File: config.mk
export PLATFORM = sky130hd
export DESIGN_NAME = susr_top
export DESIGN_NICKNAME = d
export VERILOG_FILES = /design/src/include/susr_pkg.sv /design/src/include/susr_fifo_if.sv /design/src/rtl/susr_rx_fifo.sv /design/src/rtl/susr_top.sv
export VERILOG_INCLUDE_DIRS = /design/src /design/src/include
export SDC_FILE = /design/constraint.sdc
export NUM_CORES = 1
export LEC_CHECK = 0
export BUFFER_PORTS_ARGS = -buffer_cell sky130_fd_sc_hd__buf_2
export CORE_MARGIN = 1
export CORE_UTILIZATION = 55
export CTS_BUF_LIST = sky130_fd_sc_hd__clkbuf_16
export DETAILED_ROUTE_END_ITERATION = 8
export HOLD_SLACK_MARGIN = 0.06
export PLACE_DENSITY = 0.76
export SLEW_MARGIN = 20
export SYNTH_ARGS = -nofsm -noshare
export SYNTH_HDL_FRONTEND = slang
export SYNTH_SLANG_ARGS = --single-unit
File: constraint.sdc
create_clock -name pclk -period 4.56 [get_ports pclk]
set_input_delay 0.456 -clock pclk [delete_from_list [all_inputs] [get_ports pclk]]
set_output_delay 0.456 -clock pclk [all_outputs]
set_load 0.03 [all_outputs]
File: src/include/susr_cfg.svh
// Register offsets, field positions, reset values and counts of the synchronous serial core
`ifndef SUSR_CFG_SVH
`define SUSR_CFG_SVH

`define SUSR_OFF_BAUD_CONTROL     8'h00
`define SUSR_OFF_RECEIVE_DATA     8'h04
`define SUSR_OFF_RCV_STATUS_CTRL  8'h08
`define SUSR_OFF_BAUD_DIV_LOW     8'h0c
`define SUSR_OFF_BAUD_DIV_HIGH    8'h10
`define SUSR_OFF_XMT_STATUS_CTRL  8'h14
`define SUSR_OFF_XMT_HOLDING      8'h18
`define SUSR_OFF_IRQ_CONTROL      8'h1c

`define SUSR_RECEIVE_STATUS_CONTROL_PORT_EN        7
`define SUSR_RECEIVE_STATUS_CONTROL_NINE_RX        6
`define SUSR_RECEIVE_STATUS_CONTROL_SINGLE_RX      5
`define SUSR_RECEIVE_STATUS_CONTROL_CONT_RX        4
`define SUSR_RECEIVE_STATUS_CONTROL_OVERRUN        1
`define SUSR_RECEIVE_STATUS_CONTROL_NINTH_RX       0

`define SUSR_TRANSMIT_STATUS_CONTROL_CLK_MASTER     7
`define SUSR_TRANSMIT_STATUS_CONTROL_NINE_TX        6
`define SUSR_TRANSMIT_STATUS_CONTROL_TX_EN          5
`define SUSR_TRANSMIT_STATUS_CONTROL_SYNC           4
`define SUSR_TRANSMIT_STATUS_CONTROL_HIGH_BAUD      2
`define SUSR_TRANSMIT_STATUS_CONTROL_SHIFT_EMPTY    1
`define SUSR_TRANSMIT_STATUS_CONTROL_NINTH_TX       0

`define SUSR_BAUD_RX_IDLE         6
`define SUSR_BAUD_CLK_POL         4
`define SUSR_BAUD_WIDE_DIV        3

`define SUSR_IRQ_GLOBAL_EN        7
`define SUSR_IRQ_PERIPH_EN        6
`define SUSR_IRQ_RX_EN            5
`define SUSR_IRQ_TX_EN            4
`define SUSR_IRQ_RX_FLAG          1
`define SUSR_IRQ_TX_FLAG          0

`define SUSR_CTRL_RST             32'h0000_0000
`define SUSR_BITS_NARROW          4'h8
`define SUSR_BITS_WIDE            4'h9
`define SUSR_FIFO_DEPTH           2

`endif

File: src/include/susr_pkg.sv
// Types shared by the synchronous serial core
package susr_pkg;

	typedef enum logic [1:0]
	{
		SUSR_TX_IDLE  = 2'b01,
		SUSR_TX_SHIFT = 2'b10
	} susr_tx_e;

	typedef logic [8:0] susr_char_t;

	typedef struct packed
	{
		logic       port_enable;
		logic       nine_bit_receive_select;
		logic       single_receive_enable;
		logic       continuous_receive_enable;
		logic       clock_source_master;
		logic       nine_bit_transmit_select;
		logic       transmit_enable_bit;
		logic       sync_mode;
		logic       high_baud_select;
		logic       transmit_ninth_bit;
		logic       clock_polarity;
		logic       wide_divisor_select;
		logic       global_irq_enable;
		logic       peripheral_irq_enable;
		logic       receive_irq_enable;
		logic       transmit_irq_enable;
		logic [7:0] baud_divisor_low_byte;
		logic [7:0] baud_divisor_high_byte;
	} susr_ctrl_s;

endpackage : susr_pkg

File: src/include/susr_fifo_if.sv
// Link between the core and its receive character store
`timescale 1ns/1ps
interface susr_fifo_if
#(
	parameter int W = 9
);
	logic         push;
	logic         pop;
	logic         flush;
	logic [W-1:0] wdata;
	logic [W-1:0] rdata;
	logic         empty;
	logic         full;

	modport producer
	(
		output push,
		output pop,
		output flush,
		output wdata,
		input  rdata,
		input  empty,
		input  full
	);

	modport store
	(
		input  push,
		input  pop,
		input  flush,
		input  wdata,
		output rdata,
		output empty,
		output full
	);
endinterface : susr_fifo_if

File: src/rtl/susr_rx_fifo.sv
// Small receive character store with registered head output
`timescale 1ns/1ps
module susr_rx_fifo
#(
	parameter int W     = 9,
	parameter int DEPTH = 2
)
(
	input wire logic     clk,
	input wire logic     rst_n,
	susr_fifo_if.store   f
);
	import susr_pkg::*;

	localparam int AW = (DEPTH > 1) ? $clog2(DEPTH) : 1;

	if (DEPTH < 2 || (1 << AW) != DEPTH)
	begin : g_bad_depth
		$error("susr_rx_fifo: DEPTH must be a power of two, at least 2");
	end

	logic [W-1:0]  mem_q [DEPTH];
	logic [W-1:0]  mem_d [DEPTH];
	logic [AW-1:0] wp_q;
	logic [AW-1:0] wp_d;
	logic [AW-1:0] rp_q;
	logic [AW-1:0] rp_d;
	logic [AW:0]   cnt_q;
	logic [AW:0]   cnt_d;
	logic [W-1:0]  head_q;
	logic [W-1:0]  head_d;
	logic          do_pop;
	logic          do_push;

	always_comb
	begin
		mem_d   = mem_q;
		wp_d    = wp_q;
		rp_d    = rp_q;
		cnt_d   = cnt_q;
		do_pop  = f.pop && (cnt_q != '0);
		// A push into a full store is legal only when the head leaves in the same cycle
		do_push = f.push && ((cnt_q != (AW+1)'(DEPTH)) || do_pop);
		if (do_push)
		begin
			mem_d[wp_q] = f.wdata;
			wp_d        = wp_q + 1'b1;
		end
		if (do_pop)
			rp_d = rp_q + 1'b1;
		if (do_push && !do_pop)
			cnt_d = cnt_q + 1'b1;
		else if (do_pop && !do_push)
			cnt_d = cnt_q - 1'b1;
		if (f.flush)
		begin
			wp_d  = '0;
			rp_d  = '0;
			cnt_d = '0;
		end
		head_d = (cnt_d == '0) ? '0 : mem_d[rp_d];
	end

	always_ff @(posedge clk or negedge rst_n)
	begin
		if (!rst_n)
		begin
			for (int i = 0; i < DEPTH; i++)
				mem_q[i] <= '0;
			wp_q   <= '0;
			rp_q   <= '0;
			cnt_q  <= '0;
			head_q <= '0;
		end
		else
		begin
			mem_q  <= mem_d;
			wp_q   <= wp_d;
			rp_q   <= rp_d;
			cnt_q  <= cnt_d;
			head_q <= head_d;
		end
	end

	assign f.rdata = head_q;
	assign f.empty = (cnt_q == '0);
	assign f.full  = (cnt_q == (AW+1)'(DEPTH));

endmodule : susr_rx_fifo

File: src/rtl/susr_top.sv
// Synchronous serial transceiver core: APB registers, receive store, master receive clock, slave shifters
`timescale 1ns/1ps
`include "susr_cfg.svh"
module susr_top
#(
	parameter int FIFO_DEPTH = `SUSR_FIFO_DEPTH
)
(
	input  wire logic        pclk,
	input  wire logic        presetn,
	input  wire logic        psel,
	input  wire logic        penable,
	input  wire logic        pwrite,
	input  wire logic [7:0]  paddr,
	input  wire logic [31:0] pwdata,
	output logic      [31:0] prdata,
	output logic             pready,
	output logic             pslverr,
	input  wire logic        shift_clock_line_in,
	output logic             shift_clock_line_out,
	output logic             shift_clock_line_oe_n,
	input  wire logic        data_line_in,
	output logic             data_line_out,
	output logic             data_line_oe_n,
	output logic             irq_req,
	output logic             wake_req
);
	import susr_pkg::*;

	if (FIFO_DEPTH != `SUSR_FIFO_DEPTH)
	begin : g_bad_depth
		$error("susr_top: receive store depth is fixed at two characters");
	end

	susr_fifo_if #(.W(9)) fifo ();

	susr_rx_fifo #(.W(9), .DEPTH(FIFO_DEPTH)) u_fifo
	(
		.clk   (pclk),
		.rst_n (presetn),
		.f     (fifo)
	);

	// Pin synchronisers and master clock generator
	logic        ck_meta_q;
	logic        ck_sync_q;
	logic        ck_prev_q;
	logic        ck_prev_d;
	logic        dt_meta_q;
	logic        dt_sync_q;
	logic [15:0] div_cnt_q;
	logic [15:0] div_cnt_d;
	logic        mck_q;
	logic        mck_d;

	// Control, receive shifter and overrun
	susr_ctrl_s  ctrl_q;
	susr_ctrl_s  ctrl_d;
	susr_char_t  receive_shifter_q;
	susr_char_t  receive_shifter_d;
	logic [3:0]  rx_cnt_q;
	logic [3:0]  rx_cnt_d;
	logic        overrun_flag_q;
	logic        overrun_flag_d;
	logic        ovr_cont_q;
	logic        ovr_cont_d;

	// Transmit side
	susr_tx_e    tx_state_q;
	susr_tx_e    tx_state_d;
	susr_char_t  transmit_holding_register_q;
	susr_char_t  transmit_holding_register_d;
	logic        hold_full_q;
	logic        hold_full_d;
	susr_char_t  transmit_shifter_q;
	susr_char_t  transmit_shifter_d;
	logic [3:0]  tx_cnt_q;
	logic [3:0]  tx_cnt_d;
	logic        tx_sampled_q;
	logic        tx_sampled_d;

	// Bus answer and pins
	logic [31:0] prdata_q;
	logic [31:0] prdata_d;
	logic        pready_q;
	logic        pready_d;
	logic        pslverr_q;
	logic        pslverr_d;
	logic        ck_out_q;
	logic        ck_out_d;
	logic        ck_oe_n_q;
	logic        ck_oe_n_d;
	logic        dt_out_q;
	logic        dt_out_d;
	logic        dt_oe_n_q;
	logic        dt_oe_n_d;
	logic        irq_q;
	logic        irq_d;
	logic        wake_q;
	logic        wake_d;

	logic        setup;
	logic        wr_en;
	logic        rd_en;
	logic        slave_mode;
	logic        master_mode;
	logic        rx_dir;
	logic        tx_dir_ok;
	logic        ck_level;
	logic        lead_ev;
	logic        trail_ev;
	logic        tick;
	logic        mrun;
	logic [15:0] divisor;
	logic [3:0]  rx_bits;
	logic        rx_run;
	logic        complete;
	logic        rx_room;
	logic        receive_complete_flag;
	logic        transmit_ready_flag;
	logic [7:0]  rbyte;
	logic        mapped;

	assign setup = psel && !penable;
	assign wr_en = psel && penable && pready_q && pwrite;
	assign rd_en = psel && penable && pready_q && !pwrite;

	assign slave_mode  = ctrl_q.sync_mode && !ctrl_q.clock_source_master && ctrl_q.port_enable;
	assign master_mode = ctrl_q.sync_mode && ctrl_q.clock_source_master && ctrl_q.port_enable;
	// Slave only looks at continuous receive; single receive is a don't-care there
	assign rx_dir = slave_mode ? ctrl_q.continuous_receive_enable :
		(ctrl_q.single_receive_enable || ctrl_q.continuous_receive_enable);
	assign tx_dir_ok = slave_mode && ctrl_q.transmit_enable_bit && !rx_dir;

	assign divisor = ctrl_q.wide_divisor_select ?
		{ctrl_q.baud_divisor_high_byte, ctrl_q.baud_divisor_low_byte} : {8'h00, ctrl_q.baud_divisor_low_byte};
	assign tick = (div_cnt_q == 16'h0000);
	assign mrun = master_mode && rx_dir && !overrun_flag_q;

	// Polarity folded in so that level high always means clock active
	assign ck_level = ck_sync_q ^ ctrl_q.clock_polarity;
	// Slave edges come only from the line clock, never from the divider
	assign lead_ev  = slave_mode ? (ck_level && !ck_prev_q) : (mrun && tick && !mck_q);
	assign trail_ev = slave_mode ? (!ck_level && ck_prev_q) : (mrun && tick && mck_q);

	assign rx_bits = ctrl_q.nine_bit_receive_select ? `SUSR_BITS_WIDE : `SUSR_BITS_NARROW;
	assign rx_run  = ctrl_q.port_enable && ctrl_q.sync_mode && rx_dir && !overrun_flag_q;
	assign complete = rx_run && trail_ev && (rx_cnt_q + 4'h1 == rx_bits);
	assign fifo.pop = rd_en && (paddr == `SUSR_OFF_RECEIVE_DATA);
	assign rx_room  = !fifo.full || fifo.pop;
	assign fifo.push  = complete && rx_room;
	assign fifo.wdata = ctrl_q.nine_bit_receive_select ? {dt_sync_q, receive_shifter_q[8:1]} :
		{1'b0, dt_sync_q, receive_shifter_q[7:1]};
	assign fifo.flush = !ctrl_q.port_enable;

	assign receive_complete_flag = !fifo.empty;
	assign transmit_ready_flag   = !hold_full_q;

	always_comb
	begin
		ck_prev_d = ck_level;
		mck_d     = 1'b0;
		div_cnt_d = divisor;
		if (mrun)
		begin
			div_cnt_d = tick ? divisor : div_cnt_q - 16'h0001;
			mck_d     = tick ? !mck_q : mck_q;
		end
	end

	always_ff @(posedge pclk or negedge presetn)
	begin
		if (!presetn)
		begin
			ck_meta_q <= 1'b0;
			ck_sync_q <= 1'b0;
			ck_prev_q <= 1'b0;
			dt_meta_q <= 1'b0;
			dt_sync_q <= 1'b0;
			div_cnt_q <= 16'h0000;
			mck_q     <= 1'b0;
		end
		else
		begin
			ck_meta_q <= shift_clock_line_in;
			ck_sync_q <= ck_meta_q;
			ck_prev_q <= ck_prev_d;
			dt_meta_q <= data_line_in;
			dt_sync_q <= dt_meta_q;
			div_cnt_q <= div_cnt_d;
			mck_q     <= mck_d;
		end
	end

	always_comb
	begin
		ctrl_d            = ctrl_q;
		receive_shifter_d = receive_shifter_q;
		rx_cnt_d          = rx_cnt_q;
		overrun_flag_d    = overrun_flag_q;
		ovr_cont_d        = ovr_cont_q;
		if (complete && master_mode)
			ctrl_d.single_receive_enable = 1'b0;
		if (wr_en)
		begin
			unique case (paddr)
				`SUSR_OFF_BAUD_CONTROL:
				begin
					ctrl_d.clock_polarity      = pwdata[`SUSR_BAUD_CLK_POL];
					ctrl_d.wide_divisor_select = pwdata[`SUSR_BAUD_WIDE_DIV];
				end
				`SUSR_OFF_RCV_STATUS_CTRL:
				begin
					ctrl_d.port_enable               = pwdata[`SUSR_RECEIVE_STATUS_CONTROL_PORT_EN];
					ctrl_d.nine_bit_receive_select   = pwdata[`SUSR_RECEIVE_STATUS_CONTROL_NINE_RX];
					ctrl_d.single_receive_enable     = pwdata[`SUSR_RECEIVE_STATUS_CONTROL_SINGLE_RX];
					ctrl_d.continuous_receive_enable = pwdata[`SUSR_RECEIVE_STATUS_CONTROL_CONT_RX];
				end
				`SUSR_OFF_BAUD_DIV_LOW:  ctrl_d.baud_divisor_low_byte  = pwdata[7:0];
				`SUSR_OFF_BAUD_DIV_HIGH: ctrl_d.baud_divisor_high_byte = pwdata[7:0];
				`SUSR_OFF_XMT_STATUS_CTRL:
				begin
					ctrl_d.clock_source_master      = pwdata[`SUSR_TRANSMIT_STATUS_CONTROL_CLK_MASTER];
					ctrl_d.nine_bit_transmit_select = pwdata[`SUSR_TRANSMIT_STATUS_CONTROL_NINE_TX];
					ctrl_d.transmit_enable_bit      = pwdata[`SUSR_TRANSMIT_STATUS_CONTROL_TX_EN];
					ctrl_d.sync_mode                = pwdata[`SUSR_TRANSMIT_STATUS_CONTROL_SYNC];
					ctrl_d.high_baud_select         = pwdata[`SUSR_TRANSMIT_STATUS_CONTROL_HIGH_BAUD];
					ctrl_d.transmit_ninth_bit       = pwdata[`SUSR_TRANSMIT_STATUS_CONTROL_NINTH_TX];
				end
				`SUSR_OFF_IRQ_CONTROL:
				begin
					ctrl_d.global_irq_enable     = pwdata[`SUSR_IRQ_GLOBAL_EN];
					ctrl_d.peripheral_irq_enable = pwdata[`SUSR_IRQ_PERIPH_EN];
					ctrl_d.receive_irq_enable    = pwdata[`SUSR_IRQ_RX_EN];
					ctrl_d.transmit_irq_enable   = pwdata[`SUSR_IRQ_TX_EN];
				end
				default:
				begin
				end
			endcase
		end
		if (rx_run && trail_ev)
		begin
			receive_shifter_d = fifo.wdata;
			rx_cnt_d          = complete ? 4'h0 : rx_cnt_q + 4'h1;
		end
		// A receive enable dropping mid character throws the partial character away
		if (!rx_run)
			rx_cnt_d = 4'h0;
		if (fifo.pop && !ovr_cont_q)
			overrun_flag_d = 1'b0;
		if (ovr_cont_q && !ctrl_q.continuous_receive_enable)
			overrun_flag_d = 1'b0;
		if (complete && !rx_room)
		begin
			overrun_flag_d = 1'b1;
			ovr_cont_d     = ctrl_q.continuous_receive_enable;
		end
		if (!ctrl_q.port_enable)
		begin
			overrun_flag_d = 1'b0;
			ovr_cont_d     = 1'b0;
			rx_cnt_d       = 4'h0;
		end
	end

	always_ff @(posedge pclk or negedge presetn)
	begin
		if (!presetn)
		begin
			ctrl_q            <= susr_ctrl_s'(`SUSR_CTRL_RST);
			receive_shifter_q <= '0;
			rx_cnt_q          <= 4'h0;
			overrun_flag_q    <= 1'b0;
			ovr_cont_q        <= 1'b0;
		end
		else
		begin
			ctrl_q            <= ctrl_d;
			receive_shifter_q <= receive_shifter_d;
			rx_cnt_q          <= rx_cnt_d;
			overrun_flag_q    <= overrun_flag_d;
			ovr_cont_q        <= ovr_cont_d;
		end
	end

	always_comb
	begin
		tx_state_d                  = tx_state_q;
		transmit_holding_register_d = transmit_holding_register_q;
		hold_full_d                 = hold_full_q;
		transmit_shifter_d          = transmit_shifter_q;
		tx_cnt_d                    = tx_cnt_q;
		tx_sampled_d                = tx_sampled_q;
		unique case (tx_state_q)
			SUSR_TX_IDLE:
			begin
				// An empty shifter takes the held word at once while slave transmit is enabled and receive is off
				if (hold_full_q && tx_dir_ok)
				begin
					transmit_shifter_d = transmit_holding_register_q;
					tx_cnt_d     = ctrl_q.nine_bit_transmit_select ? `SUSR_BITS_WIDE : `SUSR_BITS_NARROW;
					tx_sampled_d = 1'b0;
					hold_full_d  = 1'b0;
					tx_state_d   = SUSR_TX_SHIFT;
				end
			end
			SUSR_TX_SHIFT:
			begin
				if (!tx_dir_ok)
					tx_state_d = SUSR_TX_IDLE;
				else if (trail_ev)
				begin
					tx_cnt_d     = tx_cnt_q - 4'h1;
					tx_sampled_d = 1'b1;
					if (tx_cnt_q == 4'h1)
						tx_state_d = SUSR_TX_IDLE;
				end
				else if (lead_ev && tx_sampled_q)
				begin
					transmit_shifter_d = {1'b0, transmit_shifter_q[8:1]};
					tx_sampled_d       = 1'b0;
				end
			end
		endcase
		// A second word written while the shifter is busy waits here
		if (wr_en && paddr == `SUSR_OFF_XMT_HOLDING && ctrl_q.port_enable)
		begin
			transmit_holding_register_d = {ctrl_q.transmit_ninth_bit, pwdata[7:0]};
			hold_full_d                 = 1'b1;
		end
		if (!ctrl_q.port_enable)
		begin
			tx_state_d  = SUSR_TX_IDLE;
			hold_full_d = 1'b0;
			tx_cnt_d    = 4'h0;
		end
	end

	always_ff @(posedge pclk or negedge presetn)
	begin
		if (!presetn)
		begin
			tx_state_q                  <= SUSR_TX_IDLE;
			transmit_holding_register_q <= '0;
			hold_full_q                 <= 1'b0;
			transmit_shifter_q          <= '0;
			tx_cnt_q                    <= 4'h0;
			tx_sampled_q                <= 1'b0;
		end
		else
		begin
			tx_state_q                  <= tx_state_d;
			transmit_holding_register_q <= transmit_holding_register_d;
			hold_full_q                 <= hold_full_d;
			transmit_shifter_q          <= transmit_shifter_d;
			tx_cnt_q                    <= tx_cnt_d;
			tx_sampled_q                <= tx_sampled_d;
		end
	end

	always_comb
	begin
		rbyte  = 8'h00;
		mapped = 1'b1;
		case (paddr)
			`SUSR_OFF_BAUD_CONTROL:
			begin
				rbyte[`SUSR_BAUD_RX_IDLE]  = (rx_cnt_q == 4'h0);
				rbyte[`SUSR_BAUD_CLK_POL]  = ctrl_q.clock_polarity;
				rbyte[`SUSR_BAUD_WIDE_DIV] = ctrl_q.wide_divisor_select;
			end
			`SUSR_OFF_RECEIVE_DATA: rbyte = fifo.rdata[7:0];
			`SUSR_OFF_RCV_STATUS_CTRL:
			begin
				rbyte[`SUSR_RECEIVE_STATUS_CONTROL_PORT_EN]   = ctrl_q.port_enable;
				rbyte[`SUSR_RECEIVE_STATUS_CONTROL_NINE_RX]   = ctrl_q.nine_bit_receive_select;
				rbyte[`SUSR_RECEIVE_STATUS_CONTROL_SINGLE_RX] = ctrl_q.single_receive_enable;
				rbyte[`SUSR_RECEIVE_STATUS_CONTROL_CONT_RX]   = ctrl_q.continuous_receive_enable;
				rbyte[`SUSR_RECEIVE_STATUS_CONTROL_OVERRUN]   = overrun_flag_q;
				rbyte[`SUSR_RECEIVE_STATUS_CONTROL_NINTH_RX]  = fifo.rdata[8];
			end
			`SUSR_OFF_BAUD_DIV_LOW:  rbyte = ctrl_q.baud_divisor_low_byte;
			`SUSR_OFF_BAUD_DIV_HIGH: rbyte = ctrl_q.baud_divisor_high_byte;
			`SUSR_OFF_XMT_STATUS_CTRL:
			begin
				rbyte[`SUSR_TRANSMIT_STATUS_CONTROL_CLK_MASTER] = ctrl_q.clock_source_master;
				rbyte[`SUSR_TRANSMIT_STATUS_CONTROL_NINE_TX]    = ctrl_q.nine_bit_transmit_select;
				rbyte[`SUSR_TRANSMIT_STATUS_CONTROL_TX_EN]      = ctrl_q.transmit_enable_bit;
				rbyte[`SUSR_TRANSMIT_STATUS_CONTROL_SYNC]       = ctrl_q.sync_mode;
				rbyte[`SUSR_TRANSMIT_STATUS_CONTROL_HIGH_BAUD]  = ctrl_q.high_baud_select;
				rbyte[`SUSR_TRANSMIT_STATUS_CONTROL_SHIFT_EMPTY] = (tx_state_q == SUSR_TX_IDLE);
				rbyte[`SUSR_TRANSMIT_STATUS_CONTROL_NINTH_TX]   = ctrl_q.transmit_ninth_bit;
			end
			`SUSR_OFF_XMT_HOLDING: rbyte = 8'h00;
			`SUSR_OFF_IRQ_CONTROL:
			begin
				rbyte[`SUSR_IRQ_GLOBAL_EN] = ctrl_q.global_irq_enable;
				rbyte[`SUSR_IRQ_PERIPH_EN] = ctrl_q.peripheral_irq_enable;
				rbyte[`SUSR_IRQ_RX_EN]     = ctrl_q.receive_irq_enable;
				rbyte[`SUSR_IRQ_TX_EN]     = ctrl_q.transmit_irq_enable;
				rbyte[`SUSR_IRQ_RX_FLAG]   = receive_complete_flag;
				rbyte[`SUSR_IRQ_TX_FLAG]   = transmit_ready_flag;
			end
			default: mapped = 1'b0;
		endcase
		// Answer is prepared in the setup cycle so that pready can come from a flop
		pready_d  = setup;
		pslverr_d = setup && !mapped;
		prdata_d  = (setup && !pwrite) ? {24'h000000, rbyte} : prdata_q;
		ck_out_d  = mck_d ^ ctrl_q.clock_polarity;
		ck_oe_n_d = !(master_mode && rx_dir);
		dt_out_d  = transmit_shifter_d[0];
		dt_oe_n_d = !(tx_dir_ok && tx_state_d == SUSR_TX_SHIFT);
		wake_d    = ctrl_q.peripheral_irq_enable &&
			((receive_complete_flag && ctrl_q.receive_irq_enable) ||
			(transmit_ready_flag && ctrl_q.transmit_irq_enable));
		irq_d     = wake_d && ctrl_q.global_irq_enable;
	end

	always_ff @(posedge pclk or negedge presetn)
	begin
		if (!presetn)
		begin
			prdata_q  <= 32'h00000000;
			pready_q  <= 1'b0;
			pslverr_q <= 1'b0;
			ck_out_q  <= 1'b0;
			ck_oe_n_q <= 1'b1;
			dt_out_q  <= 1'b0;
			dt_oe_n_q <= 1'b1;
			irq_q     <= 1'b0;
			wake_q    <= 1'b0;
		end
		else
		begin
			prdata_q  <= prdata_d;
			pready_q  <= pready_d;
			pslverr_q <= pslverr_d;
			ck_out_q  <= ck_out_d;
			ck_oe_n_q <= ck_oe_n_d;
			dt_out_q  <= dt_out_d;
			dt_oe_n_q <= dt_oe_n_d;
			irq_q     <= irq_d;
			wake_q    <= wake_d;
		end
	end

	assign prdata                = prdata_q;
	assign pready                = pready_q;
	assign pslverr               = pslverr_q;
	assign shift_clock_line_out  = ck_out_q;
	assign shift_clock_line_oe_n = ck_oe_n_q;
	assign data_line_out         = dt_out_q;
	assign data_line_oe_n        = dt_oe_n_q;
	assign irq_req               = irq_q;
	assign wake_req              = wake_q;

endmodule : susr_top

==> flow_summary.yaml <==
grt:
  grt_pass1_vias: 4896
  grt_use_met2_pct: 42.1
  grt_overflow: 0
  grt_pass1_wl_um: 25200
  grt_start_max_net_pins: 106
  use_met1_pct: 34.3
  antenna_found_initial: 0
  grt.met3_usage_pct: 5.83
  top_usage_layer: "met2"
  track_usage_pct: 26.1
logic_synthesis:
  synth_xor_area_share_pct: 3.00
  synth_most_common_cell: "dfrtp_1"
  synth_cell_type_count: 71
  synth-compound-area-share_pct: 12.2
  synth_simple_gate_area_share_pct: 17.0
  synth_top_cell_by_area: "dfrtp_1"
  synth_edf_count: 0
  synth_ff_type: "dfrtp_1"
  avgSynthCellArea_um2: 10.7
  yosys-top-cells-area: "dfrtp_1 51%, mux2_2 8.4%, nand2_1 4.1%, buf_4 2.7%, nor2_1 2.6%"
  ys_ff_latch: 140
  syn-cell-area_um2: 6720
  synth-adder-area-share_pct: 1.30
  yosys.area.top_type_share_pct: 51.0
  synth_warnings: 0
  muxShareOfSynthArea_pct: 8.97
  synth_top_family_by_area: "simple AND/OR/NAND/NOR gates"
  ys_top_cells_by_count: "137 x dfrtp_1, 74 x nand2_1, 50 x mux2_2, 47 x nor2_1, 35 x o21ai_0"
  syn_inst: 630
  seq_area_frac_synth_pct: 52.2
  async_flop_share_pct: 100
critical_path:
  endpoint_kind: "flip-flop"
  cpMaxStageDelayCell: "nand4_1"
  arrival_ns: 3.70
  crit_path_start_kind: "flip-flop"
  critPathMaxFanout: 12
  crit_family: "simple AND/OR/NAND/NOR gates"
  cp.required_ns: 4.90
  cp_num_buf_inv: 1
  rrSetupSlack_ns: 1.19
  criticalPathCategory: "reg -> reg"
  slowest_delay_ns: 0.57
  cp_cell_sequence: "inv_1, ha_1, or3b_1, nor3_4, a41o_1, nand4_1, or3_1, a31oi_1"
timing:
  setup-tns-final_ns: 0
  worst_slack_ns: 1.19
  worst_pin_slew_ns: 1.05
  period_share_pct: 73.9
  maxSlewHeadroom_pct: 29.6
  hold_slack_ns: 0.134
  rsz0062_at_grt: "no"
  period_minus_slack_ns: 3.37
  fmax_ghz: 0.297
  slew_violations: 0
  skew_ns: 0.0116
  hold_viol: 0
  setup_viol: 0
power_and_ir_drop:
  p_leak_nw: 3.57
  powerDensity_nw_per_um2: 378
  combPwrFrac_pct: 5.0
  p_seq_share_pct: 44.5
  p_switching_mw: 0.613
  switching_share_pct: 21.5
  p_total_mw: 2.85
  intPower_mw: 2.24
  pwr-share-clk_pct: 50.5
  ir_drop_v: 0.000270
clock_tree:
  clock_sinks: 140
  cts_tree: "done"
  cts_hold_buffers: 0
  post-cts-setup-buffers: 0
  clk_pin_slew_ns: 0.05
  cts-htree-levels: 4
  cts_resized: 0
  cts.path.max_buffers: 2
  cts_root_buf: "clkbuf_16"
  insertion_delay_ns: 0.43
  numCtsBuffers: 17
place:
  pre_cts_slack_ns: 1.25
  postPlaceCellArea_um2: 6930
  place_inst: 796
  hpwl_um: 10400
  globalplace.congestion: 0.863
  io_buffers: 38
detailed_routing:
  num_vias: 4995
  first_iter_violations: 449
  ant_nets: 0
  via_per_inst: 6.04
  post_drt_wl_per_cell_um: 18.1
  drc: 0
  firstDrtPassIters: 6
  wl_um: 15000
cells_and_area:
  final_util_pct: 63.1
  nNetsFinal: 722
  area_delta_synth_final_pct: 12.2
  fin_cells: 827
  diodes: 0
  regArea_um2: 3510
  multi_input_area_um2: 2950
  fin_area_um2: 7550
  drive_gt1_share_pct: 19.9
  final.fill_count: 922
status:
  run_status: "finished, final reports clean"
die:
  die_w_um: 113
  core_um2: 12000
  dieArea_um2: 12700
  ios: 87
  start_util_pct: 56.2
  die_y_um: 113
  num_rows: 40
run:
  max-cap-violations: 0
hold_path:
  hp-class: "in -> reg"
## kinds of logic after synthesis
logic type | count (synthesis)
AND/OR/NAND/NOR | 222
flip-flops | 140
AO/OA/AOI/OAI | 118
buffers and inverters | 65
multiplexers | 54
XOR/XNOR | 23
adder cells (fa/ha/maj) | 7
other | 1
## registers in the layout, indices dropped and copies added, names as in the netlist, 2 cells and up
name                         count
prdata                           8
u_fifo.mem_q                    18
u_fifo.f.rdata                   9
transmit_shifter_q               9
tx_cnt_q                         4
rx_cnt_q                         4
ctrl_q                          32
receive_shifter_q                8
transmit_holding_register_q      9
u_fifo.cnt_q                     2
tx_state_q                       2
div_cnt_q                       16
## per-layer routing
layer  up-vias  wire [µm]
li1       2299          -
met4         0        383
met5         -          0
met3        39        847
met1      2467       6430
met2       190       7320
## cells in the final DEF (no fill, tap or decap), types with 12 or more instances in the layout
cell type    n
dfrtp_1    137
nand2_1     74
mux2_2      50
nor2_1      47
buf_2       37
o21ai_0     35
conb_1      24
inv_1       23
nor3_1      22
nand3_1     19
clkbuf_16   17
xnor2_1     15
a22oi_1     13
a21oi_1     12
## power groups by stage
stage / Clock [mW] / Sequential (mW) / Combinational, mW
floorplan: 0 / 1.31 / 0.0704
global placement: 0 / 1.29 / 0.140
detailed placement: 0 / 1.29 / 0.143
CTS: 1.46 / 1.27 / 0.144
global route: 1.52 / 1.27 / 0.154
finish: 1.44 / 1.27 / 0.141
## area by class of cell
type / instances / area share [%]
Sequential cell: 140 / 46.5
Multi-Input combinational cell: 448 / 39.1
Clock buffer: 17 / 5.64
Timing Repair Buffer: 41 / 2.90
Clock inverter: 14 / 2.45
Tap cell: 147 / 2.44
Inverter: 20 / 0.995
## worst paths after layout
check | startpoint | end | cells after the start
max | div_cnt_q[0] | u_fifo.f.rdata[8] | 8
min | shift_clock_line_in | ck_meta_q | 1
max reg2reg | div_cnt_q[0] | u_fifo.f.rdata[8] | 8
min reg2reg | ck_meta_q | ck_sync_q | 0
max in group asynchronous | presetn | tx_state_q[0] | 2
min in group asynchronous | presetn | transmit_shifter_q[1] | 1
Power figures use the tool's default switching activity.
